`config.mk`:
```
export PLATFORM = sky130hd
export DESIGN_NAME = lcd_loop_status
export DESIGN_NICKNAME = d
export VERILOG_FILES = /design/src/lcd_loop_status.v /design/src/lcd_pattern_timer.v
export VERILOG_INCLUDE_DIRS = /design/src /design/src/src
export SDC_FILE = /design/constraint.sdc
export NUM_CORES = 1
export LEC_CHECK = 0
export ABC_AREA = 1
export BUFFER_PORTS_ARGS = -buffer_cell sky130_fd_sc_hd__buf_2
export CORE_ASPECT_RATIO = 0.7
export CORE_MARGIN = 2
export CORE_UTILIZATION = 55
export DETAILED_ROUTE_END_ITERATION = 10
export GPL_ROUTABILITY_DRIVEN = 1
export PLACE_DENSITY_LB_ADDON = 0.3
export REMOVE_ABC_BUFFERS = 1
export SYNTH_ARGS = -nofsm -noshare
export SYNTH_HDL_FRONTEND = slang
export SYNTH_SLANG_ARGS = --single-unit
```
`constraint.sdc`:
```
create_clock -name clk_i -period 4.7 [get_ports clk_i]
set_clock_uncertainty 0.1 [all_clocks]
set_input_delay 0.705 -clock clk_i [delete_from_list [all_inputs] [get_ports clk_i]]
set_output_delay 0.705 -clock clk_i [all_outputs]
set_load 0.01 [all_outputs]
```
`src/lcd_defs.vh`:
```
// constants for the loop-code detect and fifo limit status block
`ifndef LCD_DEFS_VH
`define LCD_DEFS_VH
`define LCD_ADR_STATUS 4'h0
`define LCD_ADR_ISTAT 4'h1
`define LCD_ADR_IENA 4'h2
`define LCD_ADR_ICLR 4'h3
`define LCD_ADR_CTRL 4'h4
`define LCD_BIT_FLS 5
`define LCD_BIT_LOOP_CODE_DETECT 3
`define LCD_CTRL_MLO 0
`define LCD_CTRL_MHI 1
`define LCD_CTRL_SRLIU 2
`define LCD_CTRL_SRFRM 3
`define LCD_FIFO_NEAR 3
`define LCD_HOLD_SEC 5
`define LCD_CLK_HZ 100000000
`define LCD_UP_CODE 5'h01
`define LCD_UP_LEN 5
`define LCD_DN_CODE 3'h1
`define LCD_DN_LEN 3
`define LCD_MODE_OFF 2'h0
`define LCD_MODE_UP 2'h1
`define LCD_MODE_DN 2'h2
`define LCD_MODE_AUTO 2'h3
`endif

```
`src/lcd_loop_status.v`:
```
// loop-code detection, fifo limit flag and status registers on wishbone
`timescale 1ns/1ps
`include "lcd_defs.vh"
module lcd_loop_status #(
    parameter PTR_W = 5,
    parameter HOLD_CYC = `LCD_HOLD_SEC * `LCD_CLK_HZ
) (
    input wire clk_i,
    input wire rst_i,
    input wire [3:0] wb_adr_i,
    input wire [7:0] wb_dat_i,
    output reg [7:0] wb_dat_o,
    input wire wb_we_i,
    input wire [0:0] wb_sel_i,
    input wire wb_cyc_i,
    input wire wb_stb_i,
    output reg wb_ack_o,
    input wire rx_bit_en_i,
    input wire rx_data_i,
    input wire [PTR_W-1:0] ja_rd_ptr_i,
    input wire [PTR_W-1:0] ja_wr_ptr_i,
    output reg remote_loopback_o,
    output wire irq_o
);
    reg [3:0] ctrl_q;
    reg [7:0] istat_q;
    reg [7:0] ienable_q;
    reg fifo_limit_flag_q;
    reg loop_code_detect_flag_q;
    reg [1:0] mode_q;
    reg auto_dn_q;
    reg [7:0] istat_d;
    reg loop_code_detect_flag_d;
    reg loopback_d;
    reg [PTR_W-1:0] ptr_diff;
    reg [PTR_W-1:0] ptr_back;
    wire [1:0] mode;
    wire single_rail;
    wire acc;
    wire wr_acc;
    wire rd_istat;
    wire fls_now;
    wire up_en;
    wire dn_en;
    wire up_pres;
    wire up_held;
    wire dn_pres;
    wire dn_held;
    wire [7:0] flags;
    wire [7:0] flags_prev;
    wire [7:0] chg;

    assign mode = {ctrl_q[`LCD_CTRL_MHI], ctrl_q[`LCD_CTRL_MLO]};
    assign single_rail = ctrl_q[`LCD_CTRL_SRLIU] && ctrl_q[`LCD_CTRL_SRFRM];
    assign acc = wb_cyc_i && wb_stb_i && !wb_ack_o;
    assign wr_acc = acc && wb_we_i && wb_sel_i[0];
    assign rd_istat = acc && !wb_we_i && (wb_adr_i == `LCD_ADR_ISTAT) && single_rail;

    // distance either way round the ring: pointers wrap, so both modular differences count
    always @* begin
        ptr_diff = ja_wr_ptr_i - ja_rd_ptr_i;
        ptr_back = ja_rd_ptr_i - ja_wr_ptr_i;
    end
    assign fls_now = (ptr_diff <= `LCD_FIFO_NEAR) || (ptr_back <= `LCD_FIFO_NEAR);

    // manual loop-up mode and the auto loop-up search share the loop-up checker
    assign up_en = (mode == `LCD_MODE_UP) ||
        ((mode == `LCD_MODE_AUTO) && (mode_q == `LCD_MODE_AUTO) && !auto_dn_q);
    assign dn_en = (mode == `LCD_MODE_DN) ||
        ((mode == `LCD_MODE_AUTO) && (mode_q == `LCD_MODE_AUTO) && auto_dn_q);

    lcd_pattern_timer #(
        .LEN(`LCD_UP_LEN),
        .CODE(`LCD_UP_CODE),
        .HOLD_CYC(HOLD_CYC)
    ) u_up (
        .clk_i(clk_i),
        .rst_i(rst_i),
        .en_i(up_en),
        .bit_en_i(rx_bit_en_i),
        .bit_i(rx_data_i),
        .present_o(up_pres),
        .held_o(up_held)
    );

    lcd_pattern_timer #(
        .LEN(`LCD_DN_LEN),
        .CODE(`LCD_DN_CODE),
        .HOLD_CYC(HOLD_CYC)
    ) u_dn (
        .clk_i(clk_i),
        .rst_i(rst_i),
        .en_i(dn_en),
        .bit_en_i(rx_bit_en_i),
        .bit_i(rx_data_i),
        .present_o(dn_pres),
        .held_o(dn_held)
    );

    always @* begin
        loop_code_detect_flag_d = 1'b0;
        loopback_d = remote_loopback_o;
        case (mode)
            `LCD_MODE_OFF: begin
                loop_code_detect_flag_d = 1'b0;
                loopback_d = 1'b0;
            end
            `LCD_MODE_UP: begin
                loop_code_detect_flag_d = up_held && up_pres;
                loopback_d = 1'b0;
            end
            `LCD_MODE_DN: begin
                loop_code_detect_flag_d = dn_held && dn_pres;
                loopback_d = 1'b0;
            end
            `LCD_MODE_AUTO: begin
                if (mode_q != `LCD_MODE_AUTO) begin
                    loop_code_detect_flag_d = 1'b0;
                    loopback_d = 1'b0;
                end else if (!auto_dn_q) begin
                    loop_code_detect_flag_d = up_held;
                    loopback_d = up_held;
                end else if (dn_held) begin
                    loop_code_detect_flag_d = 1'b0;
                    loopback_d = 1'b0;
                end else begin
                    loop_code_detect_flag_d = 1'b1;
                    loopback_d = 1'b1;
                end
            end
            default: begin
                loop_code_detect_flag_d = 1'b0;
                loopback_d = 1'b0;
            end
        endcase
    end

    assign flags = {2'b00, fifo_limit_flag_q, 1'b0, loop_code_detect_flag_q, 3'b000};
    assign flags_prev = {2'b00, fls_now, 1'b0, loop_code_detect_flag_d, 3'b000};
    assign chg = flags ^ flags_prev;

    // a change in the read cycle still lands: set wins over clear
    always @* begin
        istat_d = istat_q;
        if (rd_istat) begin
            istat_d = 8'h00;
        end
        if (wr_acc && (wb_adr_i == `LCD_ADR_ICLR)) begin
            istat_d = istat_d & ~wb_dat_i;
        end
        if (single_rail) begin
            istat_d = istat_d | chg;
        end
    end

    always @(posedge clk_i) begin
        if (rst_i) begin
            ctrl_q <= 4'h0;
            istat_q <= 8'h00;
            ienable_q <= 8'h00;
            fifo_limit_flag_q <= 1'b0;
            loop_code_detect_flag_q <= 1'b0;
            mode_q <= `LCD_MODE_OFF;
            auto_dn_q <= 1'b0;
            remote_loopback_o <= 1'b0;
            wb_ack_o <= 1'b0;
            wb_dat_o <= 8'h00;
        end else begin
            mode_q <= mode;
            fifo_limit_flag_q <= fls_now;
            loop_code_detect_flag_q <= loop_code_detect_flag_d;
            remote_loopback_o <= loopback_d;
            auto_dn_q <= (mode == `LCD_MODE_AUTO) && (mode_q == `LCD_MODE_AUTO) && loopback_d;
            istat_q <= istat_d;
            wb_ack_o <= acc;
            if (wr_acc) begin
                case (wb_adr_i)
                    `LCD_ADR_IENA: ienable_q <= wb_dat_i & 8'h28;
                    `LCD_ADR_CTRL: ctrl_q <= wb_dat_i[3:0];
                    default: ctrl_q <= ctrl_q;
                endcase
            end
            if (acc && !wb_we_i) begin
                case (wb_adr_i)
                    `LCD_ADR_STATUS: wb_dat_o <= single_rail ? flags : 8'h00;
                    `LCD_ADR_ISTAT: wb_dat_o <= single_rail ? istat_q : 8'h00;
                    `LCD_ADR_IENA: wb_dat_o <= ienable_q;
                    `LCD_ADR_CTRL: wb_dat_o <= {4'h0, ctrl_q};
                    default: wb_dat_o <= 8'h00;
                endcase
            end
        end
    end

    // level interrupt while an enabled latched bit stands
    assign irq_o = |(istat_q & ienable_q);
endmodule

```
`src/lcd_pattern_timer.v`:
```
// repeating pattern checker with persistence timer
`timescale 1ns/1ps
`include "lcd_defs.vh"
module lcd_pattern_timer #(
    parameter LEN = 5,
    parameter [LEN-1:0] CODE = 5'h01,
    parameter HOLD_CYC = 500000000
) (
    input wire clk_i,
    input wire rst_i,
    input wire en_i,
    input wire bit_en_i,
    input wire bit_i,
    output wire present_o,
    output reg held_o
);
    reg [LEN-1:0] hist_q;
    reg [LEN-1:0] hist_d;
    reg [7:0] fill_q;
    reg [31:0] cnt_q;
    wire match;
    // pattern is periodic: any rotation of the code counts as aligned
    function rot_match;
        input [LEN-1:0] h;
        integer r;
        reg [2*LEN-1:0] dbl;
        begin
            rot_match = 1'b0;
            dbl = {CODE, CODE};
            for (r = 0; r < LEN; r = r + 1) begin
                if (dbl[r +: LEN] == h) begin
                    rot_match = 1'b1;
                end
            end
        end
    endfunction
    assign match = rot_match(hist_q);
    assign present_o = en_i && (fill_q >= LEN) && match;
    always @* begin
        hist_d = {hist_q[LEN-2:0], bit_i};
    end
    always @(posedge clk_i) begin
        if (rst_i || !en_i) begin
            hist_q <= {LEN{1'b0}};
            fill_q <= 8'h00;
            cnt_q <= 32'h0;
            held_o <= 1'b0;
        end else begin
            if (bit_en_i) begin
                hist_q <= hist_d;
                if (fill_q < LEN) begin
                    fill_q <= fill_q + 8'h01;
                end
            end
            // persistence must be strictly longer than the hold time
            if (!present_o) begin
                cnt_q <= 32'h0;
                held_o <= 1'b0;
            end else if (cnt_q < HOLD_CYC) begin
                cnt_q <= cnt_q + 32'h1;
            end else begin
                held_o <= 1'b1;
            end
        end
    end
endmodule

```
==> results.cfg <==
[floorplan]
io_pins = 41
rows = 33
dieArea_um2 = 12820
dieWidth_um = 134.5
initial_core_util = 0.5628
coreArea_um2 = 11640
dieHeight_um = 95.32

[sta]
finalHoldViolations = 0
fmax_mhz = 446.2
worst_pin_slew_ns = 0.9567
setup-tns-final_ns = 0
slew_violations = 0
grt_setup_unrepaired = false
timing.hold.ws_ns = 0.3247
finalSetupViolCount = 0
period_minus_slack_ns = 2.241
slew-limit-headroom = 0.3615
finalCritPeriodShare = 0.4768

[routing]
wl_per_cell_um = 12.17
route.vias.total = 5968
wl_um = 14140
vias_per_cell = 5.136
drt-initial-drc-count = 443
drcViolationCount = 0
dr.pass1.iters = 5
antenna_left = 0

[clock_network]
cts_sinks = 119
htreeDepth = 4
clk_path_buf_depth = 2
ctsResizeCount = 0
cts_tree = done
cts_buffers = 17
cts_root_buf = clkbuf_16
path_clk_slew_ns = 0.05
cts_hold_buf = 0
cts_setup_buffers = 0
insertion_delay_ns = 0.41

[layout]
final_nets = 1042
fin_cells = 1162
final_area_um2 = 7307
final.fill_count = 1085
drive_gt1_frac = 0.09851
area_growth_pct = 11.51
antenna_cells = 0

[setup_path]
critical_path_buf_inv_count = 3
crit_path_frequent_cell = inv_1
cp_max_fo = 31
worstPathCellList = inv_1 > ha_1 > inv_1 > a21oi_1 > nand3_1 > nand3_1 > nor2_1 > inv_1 > a21oi_1
r2r-start = u_up.fill_q[0]
critPathSlowestCell = inv_1
path_depth = 9
reg2reg_slack_ns = 2.46
reg2regPathDepth = 9
arrival_ns = 2.38
crit_required_ns = 4.84
end_kind = flip-flop
regToRegEndpoint = u_up.cnt_q[15]
crit_family = buffers and inverters
cpPeakStageDelay_ns = 0.72
crit_end = u_up.cnt_q[15]
start_kind = flip-flop
critPathLaunch = u_up.fill_q[0]
critPathKind = flip-flop to flip-flop

[yosys]
yosys-top-cells-area = dfxtp_1 (36%), nand2_1 (15%), nor2_1 (7.3%), inv_1 (6.2%), a21oi_1 (6.0%)
synthCells = 964
synth_top_cell_area_share = 0.3636
ys_ff_latch = 119
synth_ff_type = dfxtp_1
yosysMostFrequentCell = nand2_1
yosysSeqAreaShare = 0.3636
synth_area_um2 = 6553
ys_warn_count = 0
synth_common_cells = nand2_1 (265), nor2_1 (127), dfxtp_1 (119), inv_1 (108), a21oi_1 (79)
ys_async_sr_fraction = 0
avgSynthCellArea_um2 = 6.797
synth-edff-count = 0
ys_types = 40
yosysTopAreaCell = dfxtp_1

[power_and_ir_drop]
power_mw = 2.344
leakage_nw = 2.861
p_per_area_nw_per_um2 = 320.8
ir_drop_uv = 246.1

[grt]
grt_max_degree = 35
antenna_found_initial = 0
grt_pass1_wl_um = 24270
grt_overflow = 0
grt_pass1_vias = 5225
grtUsageTotal = 0.2339

[placement]
gp_congestion = 0.9227
io_buffers = 40
hpwlAfterDp_um = 9955
dp_cells = 1134
placed_area_um2 = 6745

[min_path]
min-delay-path-class = flip-flop to flip-flop

[status]
status = complete, no violations

[flow_run]
drv_cap = 0
## how the worst min path moves through the flow
| stage | depth (start not counted) | slack (ns) | to | startpoint |
|---|---|---|---|---|
| 3_5_place_dp | 2 | 0.32 | u_up.fill_q[7] | u_up.fill_q[7] |
| 3_3_place_gp | 2 | 0.32 | u_up.fill_q[7] | u_up.fill_q[7] |
| 6_report | 2 | 0.32 | u_up.fill_q[7] | u_up.fill_q[7] |
| 5_1_grt | 2 | 0.34 | u_up.fill_q[7] | u_up.fill_q[7] |
| 2_1_floorplan | 2 | 0.31 | u_up.cnt_q[31] | u_up.cnt_q[31] |
| 4_1_cts | 2 | 0.33 | u_up.fill_q[7] | u_up.fill_q[7] |
## through the flow
step	utilization	worst slack, ns
final	0.6276	2.459
after global routing	0.6276	2.204
after CTS	0.6276	2.453
after detailed placement	0.5793	2.283
after global placement	0.5793	2.324
after floorplan	-	2.501
## per-layer routing
| metal | wire (um) | vias to the layer above | global-route usage |
|---|---|---|---|
| li1 | - | 3127 | - |
| met1 | 7469 | 2685 | 0.3458 |
| met2 | 5784 | 140 | 0.3457 |
| met5 | 0 | - | 0 |
| met3 | 756 | 16 | 0.04944 |
| met4 | 127 | 0 | 0.06053 |
## state kept, by name (all words and copies together), names as in the netlist, 3 cells and up
signal / flops
u_dn.hist_q: 3
u_up.fill_q: 8
u_up.cnt_q: 32
ctrl_q: 4
wb_dat_o: 8
u_dn.fill_q: 8
u_dn.cnt_q: 32
istat_q: 8
u_up.hist_q: 5
## layout by cell type, fill, tap and decap left out, drive strengths merged
cell type and count:
nand2 269, nor2 131, dfxtp 119, inv 116
a21oi 88, nand3 55, buf 40, xor2 30
nor3 28, clkbuf 24, o21ai 22, xnor2 21
nand4 18, ha 14, nand3b 7, o211ai 4
a22oi 3, or2 3, fa 2, clkinv 2
bufinv 2, o22ai 1, o31ai 1, o21a 1
nor4 1, o221ai 1, o31a 1, a211oi 1
## report_power, final
group          switching (mW)  leakage (nW)  internal [mW]
Sequential            0.00191         0.959           1.01
Combinational          0.0452          1.62         0.0291
Clock                   0.432         0.278          0.822
## worst register-to-register path: stages, from the launching register on
cell and delay [ns]:
dfxtp_1 0.35, inv_1 0.09, ha_1 0.14, inv_1 0.04, a21oi_1 0.17, nand3_1 0.14, nand3_1 0.15, nor2_1 0.08
inv_1 0.72, a21oi_1 0.11
## cells by family (layout without fill, tap and decap cells)
| group | Yosys count | after routing | share of synthesized area |
|---|---|---|---|
| xor+xnor | 51 | 51 | 0.06817 |
| compound gates | 123 | 123 | 0.1048 |
| flops | 119 | 119 | 0.3636 |
| simple gates | 512 | 512 | 0.3323 |
| fa+ha+maj | 16 | 16 | 0.03284 |
| buf+inv | 143 | 184 | 0.09834 |
## cell type report
class | instances | area [um^2] | area share
Clock inverter | 4 | 70.07 | 0.009589
Clock buffer | 24 | 491.7 | 0.06729
Multi-Input combinational cell | 702 | 3526 | 0.4825
Sequential cell | 119 | 2382 | 0.3260
Inverter | 116 | 440.4 | 0.06027
Tap cell | 157 | 196.4 | 0.02688
Timing Repair Buffer | 40 | 200.2 | 0.02740
No activity file was read; power rests on OpenSTA's default activity.
